--- src/include/bridge_map.svh ---
`ifndef BRIDGE_MAP_SVH
`define BRIDGE_MAP_SVH
`define BR_CLK_HZ 20000000
`define BR_MAX_BAUD 1000000
`define BR_BAD_BAUD 921600
`define BR_BLINK_HZ 4
`define BR_BLINK_CYC (`BR_CLK_HZ / (2 * `BR_BLINK_HZ))
`define BR_RST_PULSE_US 10
`define BR_RST_CYC ((`BR_RST_PULSE_US * (`BR_CLK_HZ / 1000000)))
`endif

--- src/include/bridge_pkg.sv ---
package bridge_pkg;
  typedef enum logic [4:0] {
    ST_IDLE = 5'h01,
    ST_DETECT = 5'h02,
    ST_FREE = 5'h04,
    ST_FLOW = 5'h08,
    ST_NOFLOW = 5'h10
  } fc_state_t;
endpackage : bridge_pkg

--- src/include/uart_tx_if.sv ---
interface uart_tx_if;
  logic [7:0] data;
  logic valid;
  logic ready;
  logic tick;
  modport src (output data, output valid, input ready, output tick);
  modport snk (input data, input valid, output ready, input tick);
endinterface : uart_tx_if

--- src/hw/uart_tx_core.sv ---
module uart_tx_core (
  input wire logic sys_clk_i,
  input wire logic rst_i,
  uart_tx_if.snk tx,
  output logic txd_o
);
  logic [3:0] bit_r, bit_nxt;
  logic [8:0] sh_r, sh_nxt;
  logic txd_r, txd_nxt;

  // Shift start, data, stop one bit per baud tick
  assign tx.ready = (bit_r == 4'h0);
  assign txd_o = txd_r;

  always_comb begin
    bit_nxt = bit_r;
    sh_nxt = sh_r;
    txd_nxt = txd_r;
    if (bit_r == 4'h0) begin
      if (tx.valid) begin
        sh_nxt = {1'b1, tx.data};
        bit_nxt = 4'hA;
      end
    end else if (tx.tick) begin
      if (bit_r == 4'hA) begin
        txd_nxt = 1'b0; // Start bit
      end else begin
        txd_nxt = sh_r[0];
        sh_nxt = {1'b1, sh_r[8:1]};
      end
      bit_nxt = bit_r - 4'h1;
    end
  end

  always_ff @(posedge sys_clk_i) begin
    if (rst_i) begin
      bit_r <= 4'h0;
      sh_r <= 9'h1FF;
      txd_r <= 1'b1;
    end else begin
      bit_r <= bit_nxt;
      sh_r <= sh_nxt;
      txd_r <= txd_nxt;
    end
  end
endmodule : uart_tx_core

--- src/hw/debug_probe_uart_bridge.sv ---
`include "bridge_map.svh"
module debug_probe_uart_bridge #(
  parameter int BLINK_CYC = `BR_BLINK_CYC,
  parameter int RST_CYC = `BR_RST_CYC
) (
  input wire logic sys_clk_i,
  input wire logic rst_i,
  input wire logic host_dtr_i,
  input wire logic alt_firmware_i,
  input wire logic [20:0] baud_rate_i,
  output logic baud_ok_o,
  input wire logic [7:0] host_tx_data_i,
  input wire logic host_tx_valid_i,
  output logic host_tx_ready_o,
  output logic [7:0] host_rx_data_o,
  output logic host_rx_valid_o,
  input wire logic host_rx_ready_i,
  output logic target_rxd_o,
  output logic target_rxd_oe_o,
  input wire logic target_txd_i,
  output logic target_cts_o,
  output logic target_cts_oe_o,
  input wire logic target_rts_i,
  output logic hardware_flow_control_o,
  input wire logic boot_reset_button_n_i,
  input wire logic target_pin_reset_option_i,
  output logic target_reset_n_o,
  output logic target_reset_n_oe_o,
  output logic boot_status_led_n_o,
  output logic bootloader_mode_o,
  input wire logic image_write_i,
  input wire logic image_is_hex_i,
  output logic program_start_o,
  input wire logic drive_cmd_valid_i,
  input wire logic drive_cmd_enable_i,
  input wire logic drive_setting_saved_i,
  output logic drive_setting_o,
  output logic drive_setting_save_o,
  output logic mass_storage_drive_o
);
  // ----------------------------------------
  // Pin synchronisers
  // ----------------------------------------
  logic [3:0] s1_r, s2_r;
  // No reset here: the pins must be seen through reset, or a held button
  // and a raised DTR would read as their reset constants at strap time
  always_ff @(posedge sys_clk_i) begin
    s1_r <= {target_txd_i, target_rts_i, boot_reset_button_n_i, host_dtr_i};
    s2_r <= s1_r;
  end
  logic dtr_s, btn_s, rts_s, rxd_s;
  assign dtr_s = ~s2_r[0] ? 1'b0 : 1'b1;
  assign btn_s = ~s2_r[1];
  assign rts_s = s2_r[2];
  assign rxd_s = s2_r[3];
  logic dtr_d_r;
  always_ff @(posedge sys_clk_i) begin
    if (rst_i) dtr_d_r <= 1'b0;
    else dtr_d_r <= dtr_s;
  end
  logic dtr_rise;
  assign dtr_rise = dtr_s & ~dtr_d_r;

  // ----------------------------------------
  // Baud divider
  // ----------------------------------------
  // Rate checked every cycle; a refused rate keeps the link silent
  function automatic logic rate_ok(input logic [20:0] b);
    rate_ok = (b != 21'h0) && (b <= 21'(`BR_MAX_BAUD)) && (b != 21'(`BR_BAD_BAUD));
  endfunction : rate_ok
  assign baud_ok_o = rate_ok(baud_rate_i);
  logic [24:0] acc_r, acc_nxt;
  logic tick_r, tick_nxt;
  always_comb begin
    acc_nxt = acc_r + {4'h0, baud_rate_i};
    tick_nxt = 1'b0;
    if (!baud_ok_o) begin
      acc_nxt = 25'h0;
    end else if (acc_nxt >= 25'(`BR_CLK_HZ)) begin
      acc_nxt = acc_nxt - 25'(`BR_CLK_HZ);
      tick_nxt = 1'b1;
    end
  end
  always_ff @(posedge sys_clk_i) begin
    if (rst_i) begin
      acc_r <= 25'h0;
      tick_r <= 1'b0;
    end else begin
      acc_r <= acc_nxt;
      tick_r <= tick_nxt;
    end
  end

  // ----------------------------------------
  // Flow-control detection
  // ----------------------------------------
  bridge_pkg::fc_state_t st_r, st_nxt;
  logic first_word;
  logic rx_word;
  logic tx_take;
  always_comb begin
    st_nxt = st_r;
    case (st_r)
      bridge_pkg::ST_IDLE: if (dtr_s) st_nxt = alt_firmware_i ? bridge_pkg::ST_NOFLOW
                                              : bridge_pkg::ST_DETECT;
      bridge_pkg::ST_DETECT: if (first_word) begin
        st_nxt = rts_s ? bridge_pkg::ST_FREE : bridge_pkg::ST_FLOW;
      end
      bridge_pkg::ST_FREE, bridge_pkg::ST_FLOW, bridge_pkg::ST_NOFLOW: begin
        if (dtr_rise) st_nxt = alt_firmware_i ? bridge_pkg::ST_NOFLOW
                                              : bridge_pkg::ST_DETECT;
      end
      default: st_nxt = bridge_pkg::ST_IDLE;
    endcase
  end
  always_ff @(posedge sys_clk_i) begin
    if (rst_i) st_r <= bridge_pkg::ST_IDLE;
    else st_r <= st_nxt;
  end
  assign first_word = rx_word | tx_take;
  // Lines float until a terminal opened the port once; CTS is driven only while detecting and in flow mode
  assign target_rxd_oe_o = (st_r != bridge_pkg::ST_IDLE);
  assign target_cts_oe_o = (st_r == bridge_pkg::ST_DETECT) ||
                           (st_r == bridge_pkg::ST_FLOW);
  assign hardware_flow_control_o = (st_r == bridge_pkg::ST_FLOW);

  // ----------------------------------------
  // Transmit toward target
  // ----------------------------------------
  uart_tx_if txb();
  logic fc_hold;
  // Target RTS high pauses us only when handshake is in use
  assign fc_hold = hardware_flow_control_o & rts_s;
  assign txb.data = host_tx_data_i;
  assign txb.valid = host_tx_valid_i & target_rxd_oe_o & ~fc_hold & baud_ok_o;
  assign txb.tick = tick_r;
  assign host_tx_ready_o = txb.ready & target_rxd_oe_o & ~fc_hold & baud_ok_o;
  assign tx_take = txb.valid & txb.ready;
  uart_tx_core u_tx (
    .sys_clk_i(sys_clk_i),
    .rst_i(rst_i),
    .tx(txb),
    .txd_o(target_rxd_o)
  );

  // ----------------------------------------
  // Receive from target
  // ----------------------------------------
  // Mid-bit sampling at 16x would cost a second divider; tick-aligned sampling is enough here
  logic [3:0] rbit_r, rbit_nxt;
  logic [7:0] rsh_r, rsh_nxt;
  logic [7:0] rdat_r, rdat_nxt;
  logic rval_r, rval_nxt;
  always_comb begin
    rbit_nxt = rbit_r;
    rsh_nxt = rsh_r;
    rdat_nxt = rdat_r;
    rval_nxt = rval_r & ~host_rx_ready_i;
    rx_word = 1'b0;
    if (tick_r && target_rxd_oe_o) begin
      if (rbit_r == 4'h0) begin
        if (!rxd_s) rbit_nxt = 4'h9;
      end else if (rbit_r == 4'h1) begin
        rbit_nxt = 4'h0;
        if (rxd_s) begin
          rdat_nxt = rsh_r;
          rval_nxt = 1'b1;
          rx_word = 1'b1;
        end
      end else begin
        rsh_nxt = {rxd_s, rsh_r[7:1]};
        rbit_nxt = rbit_r - 4'h1;
      end
    end
  end
  always_ff @(posedge sys_clk_i) begin
    if (rst_i) begin
      rbit_r <= 4'h0;
      rsh_r <= 8'h00;
      rdat_r <= 8'h00;
      rval_r <= 1'b0;
    end else begin
      rbit_r <= rbit_nxt;
      rsh_r <= rsh_nxt;
      rdat_r <= rdat_nxt;
      rval_r <= rval_nxt;
    end
  end
  assign host_rx_data_o = rdat_r;
  assign host_rx_valid_o = rval_r;
  // CTS low lets the target send while our receive slot is free
  assign target_cts_o = rval_r & (st_r == bridge_pkg::ST_FLOW);

  // ----------------------------------------
  // Button, bootloader, reset pulse
  // ----------------------------------------
  logic boot_r, boot_nxt, strap_r, strap_nxt;
  logic [22:0] cnt_r, cnt_nxt;
  logic led_r, led_nxt, btn_d_r;
  logic [15:0] rcnt_r, rcnt_nxt;
  always_comb begin
    strap_nxt = 1'b1;
    boot_nxt = strap_r ? boot_r : btn_s;
    cnt_nxt = cnt_r;
    led_nxt = led_r;
    rcnt_nxt = rcnt_r;
    if (boot_r) begin
      cnt_nxt = cnt_r + 23'h1;
      if (cnt_r >= 23'(BLINK_CYC - 1)) begin
        cnt_nxt = 23'h0;
        led_nxt = ~led_r;
      end
    end
    if (rcnt_r != 16'h0) rcnt_nxt = rcnt_r - 16'h1;
    else if (strap_r && !boot_r && btn_s && !btn_d_r &&
             target_pin_reset_option_i) rcnt_nxt = 16'(RST_CYC);
  end
  always_ff @(posedge sys_clk_i) begin
    if (rst_i) begin
      strap_r <= 1'b0;
      boot_r <= 1'b0;
      cnt_r <= 23'h0;
      led_r <= 1'b1;
      rcnt_r <= 16'h0;
      btn_d_r <= 1'b0;
    end else begin
      strap_r <= strap_nxt;
      boot_r <= boot_nxt;
      cnt_r <= cnt_nxt;
      led_r <= led_nxt;
      rcnt_r <= rcnt_nxt;
      btn_d_r <= btn_s;
    end
  end
  assign bootloader_mode_o = boot_r;
  assign boot_status_led_n_o = led_r;
  assign target_reset_n_o = 1'b0;
  assign target_reset_n_oe_o = (rcnt_r != 16'h0);

  // ----------------------------------------
  // Mass storage drive
  // ----------------------------------------
  // Setting captured once after reset; commands only touch the saved copy
  logic drv_r, drv_nxt, prog_r, prog_nxt, set_r, set_nxt, sv_r, sv_nxt;
  always_comb begin
    drv_nxt = strap_r ? drv_r : drive_setting_saved_i;
    set_nxt = set_r;
    sv_nxt = 1'b0;
    if (drive_cmd_valid_i) begin
      set_nxt = drive_cmd_enable_i;
      sv_nxt = 1'b1;
    end
    prog_nxt = drv_r & ~boot_r & image_write_i & image_is_hex_i;
  end
  always_ff @(posedge sys_clk_i) begin
    if (rst_i) begin
      drv_r <= 1'b0;
      set_r <= 1'b1;
      sv_r <= 1'b0;
      prog_r <= 1'b0;
    end else begin
      drv_r <= drv_nxt;
      set_r <= set_nxt;
      sv_r <= sv_nxt;
      prog_r <= prog_nxt;
    end
  end
  assign mass_storage_drive_o = drv_r;
  assign drive_setting_o = set_r;
  assign drive_setting_save_o = sv_r;
  assign program_start_o = prog_r;
endmodule : debug_probe_uart_bridge

--- config.mk ---
export PLATFORM = sky130hd
export DESIGN_NAME = debug_probe_uart_bridge
export DESIGN_NICKNAME = d
export VERILOG_FILES = /design/src/include/bridge_pkg.sv /design/src/include/uart_tx_if.sv /design/src/hw/uart_tx_core.sv /design/src/hw/debug_probe_uart_bridge.sv
export VERILOG_INCLUDE_DIRS = /design/src /design/src/include
export SDC_FILE = /design/constraint.sdc
export NUM_CORES = 1
export LEC_CHECK = 0
export BUFFER_PORTS_ARGS = -buffer_cell sky130_fd_sc_hd__buf_4
export CAP_MARGIN = 20
export CORE_MARGIN = 3
export CORE_UTILIZATION = 40
export DETAILED_ROUTE_END_ITERATION = 16
export GPL_TIMING_DRIVEN = 0
export HOLD_SLACK_MARGIN = 0.1
export PLACE_DENSITY_LB_ADDON = 0.1
export SYNTH_ARGS = -nofsm -noshare
export SYNTH_HDL_FRONTEND = slang
export SYNTH_SLANG_ARGS = --single-unit
--- constraint.sdc ---
create_clock -name sys_clk_i -period 5.3 [get_ports sys_clk_i]
set_clock_uncertainty 0.05 [all_clocks]
set_input_delay 1.06 -clock sys_clk_i [delete_from_list [all_inputs] [get_ports sys_clk_i]]
set_output_delay 1.06 -clock sys_clk_i [all_outputs]
set_load 0.02 [all_outputs]
==> flow_summary_export.csv, run 1 <==
group,metric,value,unit
outcome,run_status,"complete, no violations",
global_routing,grt_max_degree,17,
sta,slew_viol_final,0,
logic_synthesis,synth_area_leaders,"dfxtp_1, nor2_1, ha_1",
critical_path,critPathKind,"primary input to flip-flop",
sta,achievable-frequency,0.210,GHz
drt,drtIter0Drc,279,
clock_tree,clk_latency,0.42,ns
min_path,whs_path_depth,0,
floorplanning,fp.dieH,138,um
power_and_ir_drop,p_per_area,362,nW/um^2
logic_synthesis,synth-edff-count,0,
final_layout,stdcell_count,1156,
floorplanning,start_util,41.5,%
drt,drt_pass1_iterations,5,
drt,route.detailed.drc,0,
critical_path,r2r_start,"acc_r[0]",
logic_synthesis,synth-seq-cells,121,
clock_tree,cts.htree.levels,4,
sta,rsz0062_at_grt,"no",
drt,routed_via_density,5.34,
clock_tree,clockRootBuffer,"clkbuf_16",
sta,tightest_slew,0.892,ns
critical_path,critPathArrivalTime,5.06,ns
placement,dp.final_hpwl,13300,um
placement,place_congestion,0.837,
logic_synthesis,yosysTopAreaCell,"dfxtp_1",
power_and_ir_drop,p_total,3.02,mW
drt,wl_per_cell,15.3,um
power_and_ir_drop,leakage,3.52,nW
clock_tree,tritoncts,"done",
min_path,holdCritPathClass,"flip-flop to flip-flop",
power_and_ir_drop,irDropWorstVdd,0.286,mV
power_and_ir_drop,p_switching,0.987,mW
final_layout,syn_to_final_growth,19.5,%
critical_path,worst_r2r_path_depth,19,
logic_synthesis,async_reset_ff_share,0,%
final_layout,nets,998,
sta,period_minus_slack,4.77,ns
logic_synthesis,ys_types,89,
global_routing,track_usage,18.8,%
min_path,holdPathEnd,"s2_r[0]",
power_and_ir_drop,clkPwrFrac,38.2,%
logic_synthesis,syn_avg_cell_area,8.32,sq um
drt,num_vias,6176,
final_layout,insertedDiodeCount,0,
critical_path,r2r_end,"acc_r[14]",
power_and_ir_drop,p_comb_share,26.5,%
clock_tree,clkTransAtPathRegs,0.06,ns
min_path,hp-start,"s1_r[0]",
flow_run,cap_violations,0,
global_routing,grt_pass1_wl,29600,um
sta,relSlewSlack,40.5,%
power_and_ir_drop,internal-power,2.03,mW
floorplanning,core_area,16800,sq um
power_and_ir_drop,seq_power_share,35.3,%
logic_synthesis,synth_top_area_share,34.7,%
clock_tree,cts_sinks,121,
global_routing,first_global_vias,5888,
logic_synthesis,synth_nets,913,
logic_synthesis,postSynthCellCount,838,
clock_tree,cts_setup_buffers,0,
drt,wl,17600,um
placement,port_buffers,65,
logic_synthesis,synth_ff_type,"dfxtp_1",
logic_synthesis,ys_seq_area_share,34.7,%
floorplanning,num_rows,47,
floorplanning,die_x,138,um
critical_path,critPathMaxFanout,10,
global_routing,gr-total-overflow,0,
placement,dpl.cell_count,1124,
critical_path,worstPathRequired,5.59,ns
sta,setup_viol,0,
global_routing,antenna_found_initial,0,
critical_path,reg2reg_setup_slack,0.94,ns
sta,hold_violations,0,
floorplanning,dieArea,19100,sq um
sta,period_share,90.0,%
drt,ant_nets,0,
critical_path,worst_setup_path_start_kind,"primary input",
final_layout,drive_gt1_share,16.0,%
logic_synthesis,netlist_area,6970,sq um
clock_tree,cts_max_path_buffers,2,
critical_path,endpoint_kind,"flip-flop",
clock_tree,hold_buffers,0,
sta,fin_tns_setup,0,ns
clock_tree,numCtsBuffers,17,
logic_synthesis,yosys_warnings,0,
clock_tree,postCtsResizedCells,0,
power_and_ir_drop,switching_share,32.7,%
floorplanning,io_pins,68,
==> how the worst max path moves through the flow <==
stage	start	cells after the start	end	slack, ns
finish	baud_rate_i[0]	20	acc_r[14]	0.53
global route	baud_rate_i[6]	17	acc_r[16]	0.27
CTS	baud_rate_i[6]	17	acc_r[14]	0.51
detailed placement	baud_rate_i[6]	17	acc_r[14]	0.1
global placement	baud_rate_i[6]	17	acc_r[10]	0.11
floorplan	baud_rate_i[0]	19	acc_r[22]	1.05
==> registers in the layout (all words and copies together), names as in the netlist, 4 cells and up <==
name and cells:
rbit_r 4, s2_r 4, u_tx.bit_r 4, rsh_r 8
host_rx_data_o 8, st_r 5, u_tx.sh_r 8, rcnt_r 16
cnt_r 23, acc_r 25, s1_r 4
==> cell usage in the layout (no fill, tap or decap), types with 6 or more instances in the layout <==
cell type	n
nor2_1	131
dfxtp_1	121
nand2_1	79
buf_4	70
a21oi_1	51
ha_1	30
inv_1	28
xor2_1	26
nand3_1	25
xnor2_1	23
nor3_1	22
o21ai_0	21
mux2i_1	20
clkbuf_1	18
clkbuf_16	17
a21o_1	16
and3_1	15
or3_1	13
nor4_1	10
a211oi_1	10
and2_1	10
nand2b_1	9
nand4_1	9
nor2b_1	9
a31oi_1	7
a211o_1	7
o311ai_0	7
buf_2	6
o21a_1	6
==> power by group through the flow <==
stage	combinational (mW)	sequential (mW)	clock, mW
4_1_cts	0.800	1.07	1.18
6_report	0.800	1.07	1.15
2_1_floorplan	0.610	1.07	0
5_1_grt	0.896	1.08	1.22
3_3_place_gp	0.792	1.08	0
3_5_place_dp	0.795	1.08	0
==> metrics by stage <==
step | utilization [%] | hold WS [ns] | instance area (sq um) | worst slack (ns)
CTS | 49.6 | 0.279 | 8340 | 0.514
detailed placement | 46.1 | 0.266 | 7750 | 0.0991
global route | 49.6 | 0.289 | 8340 | 0.273
finish | 49.6 | 0.281 | 8340 | 0.529
floorplan | - | 0.260 | 6970 | 1.05
global placement | 46.0 | 0.263 | 7740 | 0.114
==> synth_stat cells, drive strengths merged, types with 5 or more instances <==
cell type and n:
nor3 25, a31oi 7, a21o 16, nor2 134, a21oi 56, xor2 26, nor4 11, ha 30
xnor2 23, o21a 6, a211oi 14, buf 13, inv 28, a2111oi 5, and3 15, clkbuf 18
o211ai 6, o311ai 8, a211o 7, nand3 25, nand2b 9, mux2i 20, and2 10, nand2 79
o21ai 24, or3 13, nand4 9, nor2b 9, dfxtp 121
==> metal layers <==
layer	vias to the layer above	GRT usage, %	part of all wire, %	wire length [um]
li1	3170	-	-	-
met1	2867	26.8	51	8950
met2	118	28.5	43	7670
met3	21	4.18	4.2	744
met4	0	5.93	1.6	278
met5	-	0	0	0
==> logic make-up after synthesis <==
| logic type | Yosys count | synth area share [%] |
|---|---|---|
| and+or+nand+nor | 364 | 25.5 |
| DFF | 121 | 34.7 |
| xor gates and xnor gates | 49 | 6.15 |
| other | 1 | 0.0538 |
| AOI/OAI and AO/OA | 191 | 20.9 |
| adders and majority gates | 31 | 5.67 |
| buffers and inverters | 59 | 3.71 |
| muxes | 22 | 3.25 |
==> layout make-up <==
type                            instances  area (sq um)
Inverter                               28           105
Clock inverter                         14           146
Multi-Input combinational cell        658          4300
Timing Repair Buffer                   66           495
Buffer                                 31           154
Clock buffer                           18           439
Sequential cell                       121          2420
Tap cell                              220           275
Fill cell                            1665          8480
==> worst max-delay path, cell delays in order <==
cell and delay (ns):
buf_4 0.09, ha_1 0.24, inv_1 0.07, fa_1 0.40, nand2b_1 0.26, a21oi_4 0.25
o21a_1 0.17, xnor2_1 0.17, inv_1 0.12, ha_1 0.25, nand4b_1 0.12, a21oi_1 0.06
nand4_1 0.15, nor4b_2 0.08, and4_4 0.24, a2111oi_4 0.62, nor2_4 0.19, buf_6 0.22
nand2_1 0.08, mux2i_1 0.21
No activity file was read; power rests on OpenSTA's default activity.
==> run 2: changes to the inputs <==
Settings changed: MAX_ROUTING_LAYER set to met4, SETUP_SLACK_MARGIN set to 0.3.
==> run 2 against run 1 <==
  * Combinational power about the same
  * Sequential power about the same
  * Core utilization up 0.089 points
  * Routed wire length about the same
  * Hold slack about the same
  * Largest power group unchanged
  * Sequential share of layout area down 0.052 points
  * Design area up 0.18%
  * Cell count up 0.17%
  * Critical path depth unchanged
  * Fmax up 2.0%
  * Flip-flop and latch count unchanged
  * Die area unchanged
==> flow_summary_export.csv, run 2 (synthesized netlist as in run 1, its figures left out) <==
group,metric,value,unit
global_routing,grt_max_degree,17,
floorplanning,fp.dieH,138,um
placement,port_buffers,65,
clock_tree,clockRootBuffer,"clkbuf_16",
drt,route.detailed.drc,0,
sta,period_share,88.2,%
floorplanning,core_area,16800,sq um
critical_path,endpoint_kind,"flip-flop",
clock_tree,numCtsBuffers,17,
placement,dp.final_hpwl,13300,um
placement,place_congestion,0.850,
critical_path,worstPathRequired,5.61,ns
floorplanning,dieArea,19100,sq um
sta,slew_viol_final,0,
sta,tightest_slew,0.866,ns
clock_tree,clkTransAtPathRegs,0.06,ns
placement,dpl.cell_count,1124,
drt,drt_pass1_iterations,5,
drt,drtIter0Drc,304,
clock_tree,cts_sinks,121,
critical_path,worst_setup_path_start_kind,"primary input",
final_layout,layout_commonest_cell,"nor2_1",
sta,relSlewSlack,42.3,%
sta,rsz0062_at_grt,"no",
critical_path,critPathArrivalTime,4.99,ns
clock_tree,cts.htree.levels,4,
critical_path,slowest_stage,"a2111oi_4",
final_layout,drive_gt1_share,16.2,%
drt,routed_via_density,5.36,
final_layout,insertedDiodeCount,0,
sta,setup_viol,0,
outcome,run_status,"complete, no violations",
clock_tree,clk_latency,0.42,ns
final_layout,stdcell_count,1158,
critical_path,crit_family,"compound AO/OA/AOI/OAI gates",
power_and_ir_drop,irDropWorstVdd,0.282,mV
floorplanning,die_x,138,um
critical_path,path_cells,"buf_4, ha_1, inv_1, fa_1, nand2b_1, a21oi_4, o21a_1, xnor2_1, inv_1, ha_1, nand4b_1, a21oi_1, nand4_1, nor4b_2, and4_4, a2111oi_4, nor2_4, buf_4, mux2_4, nor2_2",
final_layout,reg_top3,"acc_r: 25 flops, cnt_r: 23 flops, rcnt_r: 16 flops",
critical_path,slowest_delay,0.61,ns
final_layout,fillerInstances,1661,
global_routing,track_usage,19.3,%
sta,period_minus_slack,4.68,ns
final_layout,layout_common_cells,"nor2_1, dfxtp_1, nand2_1",
drt,wl_per_cell,15.2,um
global_routing,grt_pass1_wl,29600,um
floorplanning,num_rows,47,
critical_path,critPathKind,"primary input to flip-flop",
drt,num_vias,6203,
global_routing,gr-total-overflow,0,
clock_tree,cts_max_path_buffers,2,
critical_path,path_buf_inv,4,
clock_tree,postCtsResizedCells,0,
drt,ant_nets,0,
final_layout,nets,1000,
global_routing,antenna_found_initial,0,
final_layout,syn_to_final_growth,19.8,%
drt,wl,17600,um
final_layout,largest_register_ffs,25,
sta,achievable-frequency,0.214,GHz
critical_path,critPathMaxFanout,7,
sta,fin_tns_setup,0,ns
global_routing,first_global_vias,5891,
clock_tree,tritoncts,"done",
power_and_ir_drop,leakage,3.53,nW
power_and_ir_drop,p_per_area,361,nW/um^2
floorplanning,io_pins,68,
final_layout,regMostFlops,"acc_r",
floorplanning,start_util,41.5,%
min_path,holdCritPathClass,"flip-flop to flip-flop",
flow_run,cap_violations,0,
sta,hold_violations,0,
==> run 2: changes by cell type in the layout (fill, tap and decap cells not counted) <==
| cell | delta |
|---|---|
| buf_4 | +2 |
==> run 2: path summary, 6_finish.rpt <==
kind | to | slack (ns) | from | cells after the start
setup / recovery | acc_r[9] | 0.62 | baud_rate_i[0] | 20
hold / removal | s2_r[0] | 0.28 | s1_r[0] | 0
hold reg to reg | s2_r[0] | 0.28 | s1_r[0] | 0
setup reg to reg | acc_r[9] | 1.04 | acc_r[0] | 19
==> run 2: per-stage QoR <==
step | utilization [%] | total power, mW | area [sq um] | hold slack (ns) | setup WS, ns
finish | 49.7 | 3.02 | 8350 | 0.280 | 0.623
global route | 49.7 | 3.19 | 8350 | 0.289 | 0.392
CTS | 49.6 | 3.05 | 8340 | 0.279 | 0.514
detailed placement | 46.1 | 1.88 | 7750 | 0.266 | 0.0991
global placement | 46.0 | 1.88 | 7740 | 0.263 | 0.114
floorplan | - | 1.68 | 6970 | 0.260 | 1.05
==> run 2: power breakdown <==
group | switching [mW] | internal, mW | total [mW]
Sequential | 0.0652 | 1.00 | 1.07
Clock | 0.445 | 0.706 | 1.15
Combinational | 0.473 | 0.327 | 0.800
Total | 0.984 | 2.03 | 3.02
==> run 2: layer usage <==
metal  wire [um]  GRT usage, %  vias to the layer above
li1            -             -                     3176
met1        9030          26.8                     2874
met2        7700          28.5                      127
met3         623          3.25                       26
met4         293          6.86                        0
met5           0             -                        -
==> run 2: layout make-up <==
type	instances	area (sq um)	area share [%]
Timing Repair Buffer	68	510	6.11
Inverter	28	105	1.26
Tap cell	220	275	3.30
Multi-Input combinational cell	658	4300	51.5
Sequential cell	121	2420	29.0
Clock buffer	18	439	5.26
Clock inverter	14	146	1.75
Buffer	31	154	1.84
==> run 2: worst register-to-register path: cells and delay by family, from the launching register on <==
family	cells	cell delay, ns
compound gates	4	1.09
xor+xnor	1	0.17
fa+ha+maj	3	0.89
buf+inv	3	0.38
flops	1	0.32
mux	1	0.29
simple gates	7	1.02
==> run 2: repair_timing <==
item / in CTS / in global routing
setup buffers: 0 / 2
endpoints found under the setup margin: 0 / 6
hold buffers: 0 / 0
==> run 3: changes to the inputs <==
Settings changed: CELL_PAD_IN_SITES_DETAIL_PLACEMENT set to 0, CELL_PAD_IN_SITES_GLOBAL_PLACEMENT set to 2, CORE_UTILIZATION 40 to 36, REMOVE_ABC_BUFFERS set to 1.
==> run 3 against run 2 <==
  * Total power shrank 0.99%
  * Clock power about the same
  * Sequential share of layout area grew 0.37 points
  * Largest power group unchanged
==> flow_summary_export.csv, run 3 (synthesized netlist as in run 1, its figures left out) <==
group,metric,value,unit
final_layout,layout_common_cells,"nor2_1, dfxtp_1, nand2_1",
sta,fin_tns_setup,0,ns
placement,dpl.cell_count,1134,
outcome,run_status,"complete, no violations",
sta,setup_viol,0,
critical_path,path_cells,"buf_4, ha_1, a21oi_2, o311ai_4, a41oi_2, xor2_1, ha_1, nand4b_1, a21oi_1, nand4_1, nor4b_2, and4_4, a2111oi_4, or3_1, xor2_1, nor2_1",
sta,tightest_slew,1.07,ns
floorplanning,die_x,145,um
final_layout,layout_commonest_cell,"nor2_1",
critical_path,r2r_end,"acc_r[9]",
global_routing,antenna_found_initial,0,
clock_tree,clockRootBuffer,"clkbuf_16",
clock_tree,postCtsResizedCells,0,
sta,hold_ws,0.278,ns
final_layout,syn_to_final_growth,18.2,%
clock_tree,hold_buffers,0,
critical_path,cp.depth,16,
critical_path,critPathKind,"primary input to flip-flop",
final_layout,insertedDiodeCount,0,
critical_path,worstPathRequired,5.51,ns
critical_path,worst_setup_path_start_kind,"primary input",
sta,slew_viol_final,0,
clock_tree,tritoncts,"done",
floorplanning,start_util,36.9,%
clock_tree,clk_latency,0.41,ns
placement,port_buffers,66,
drt,drt_pass1_iterations,5,
flow_run,cap_violations,0,
critical_path,critPathArrivalTime,4.96,ns
global_routing,grt_max_degree,55,
clock_tree,cts_sinks,121,
final_layout,fin_util,43.6,%
critical_path,endpoint_kind,"flip-flop",
drt,num_vias,6119,
floorplanning,io_pins,68,
clock_tree,numCtsBuffers,17,
final_layout,stdcell_count,1165,
global_routing,grt_pass1_wl,30200,um
critical_path,slowest_stage,"or3_1",
global_routing,first_global_vias,6082,
floorplanning,dieArea,21100,sq um
floorplanning,num_rows,50,
clock_tree,cts_setup_buffers,0,
sta,rsz0062_at_grt,"no",
final_layout,nets,969,
drt,wl,18000,um
critical_path,critPathMaxFanout,12,
critical_path,worst_r2r_path_depth,19,
final_layout,regMostFlops,"acc_r",
sta,period_share,89.7,%
drt,route.detailed.drc,0,
critical_path,path_buf_inv,1,
final_layout,drive_gt1_share,15.0,%
drt,routed_via_density,5.25,
final_layout,reg_top3,"acc_r: 25 flops, cnt_r: 23 flops, rcnt_r: 16 flops",
critical_path,crit_family,"simple AND/OR/NAND/NOR gates",
sta,hold_violations,0,
sta,period_minus_slack,4.75,ns
power_and_ir_drop,p_per_area,362,nW/um^2
min_path,holdCritPathClass,"flip-flop to flip-flop",
floorplanning,fp.dieH,145,um
power_and_ir_drop,irDropWorstVdd,0.220,mV
min_path,holdPathEnd,"s2_r[0]",
sta,final.setup.worst_slack,0.548,ns
clock_tree,cts.htree.levels,4,
global_routing,gr-total-overflow,0,
critical_path,reg2reg_setup_slack,1.04,ns
sta,relSlewSlack,28.5,%
drt,drtIter0Drc,382,
placement,place_congestion,0.884,
clock_tree,cts_max_path_buffers,2,
floorplanning,core_area,18900,sq um
final_layout,fillerInstances,1931,
placement,pre_cts_ws,-0.0193,ns
drt,wl_per_cell,15.5,um
critical_path,r2r_start,"acc_r[0]",
power_and_ir_drop,leakage,3.44,nW
drt,ant_nets,0,
final_layout,largest_register_ffs,25,
clock_tree,clkTransAtPathRegs,0.06,ns
critical_path,slowest_delay,0.45,ns
global_routing,track_usage,17.8,%
sta,achievable-frequency,0.210,GHz
min_path,whs_path_depth,0,
min_path,hp-start,"s1_r[0]",
placement,dp.final_hpwl,13500,um
==> run 3: cell types whose count changed in the layout (fill, tap and decap cells not counted), sizes merged <==
cell / delta
clkbuf: -14
buf: -13
clkinv: -5
inv: -2
clkinvlp: +1
==> run 3: area by class of cell <==
class | count | area, sq um | area share [%]
tap | 260 | 325 | 3.95
sequential | 121 | 2420 | 29.4
inverter | 28 | 105 | 1.27
clock buffer | 22 | 474 | 5.75
multi-input combinational | 658 | 4300 | 52.1
clock inverter | 8 | 96.3 | 1.17
timing repair buffer | 68 | 523 | 6.34
==> run 3: worst max path at each step <==
stage,endpoint,from,slack (ns)
2_1_floorplan,acc_r[9],baud_rate_i[6],1.0
3_3_place_gp,acc_r[9],baud_rate_i[6],0.04
3_5_place_dp,acc_r[9],baud_rate_i[6],-0.02
4_1_cts,acc_r[21],baud_rate_i[6],0.40
5_1_grt,acc_r[12],baud_rate_i[6],0.30
6_report,acc_r[12],baud_rate_i[6],0.55
==> run 3: where the power goes <==
| group | total (mW) | internal (mW) | switching, mW |
|---|---|---|---|
| Combinational | 0.792 | 0.319 | 0.473 |
| Clock | 1.13 | 0.721 | 0.407 |
| Sequential | 1.07 | 1.00 | 0.0661 |
| Total | 2.99 | 2.04 | 0.946 |
==> run 3: metrics by stage <==
stage | power (mW) | instance area, sq um
after floorplan | 1.66 | 6820
after global placement | 1.86 | 7640
after detailed placement | 1.87 | 7650
after CTS | 3.03 | 8220
after global routing | 3.19 | 8240
final | 2.99 | 8240
==> run 3: layer usage <==
layer  up-vias  global-route usage [%]  wire length, um
li1       3116                       -                -
met1      2868                    22.7             8740
met2       112                    28.1             8290
met3        23                    3.19              537
met4         0                    6.74              437
met5         -                       -                0
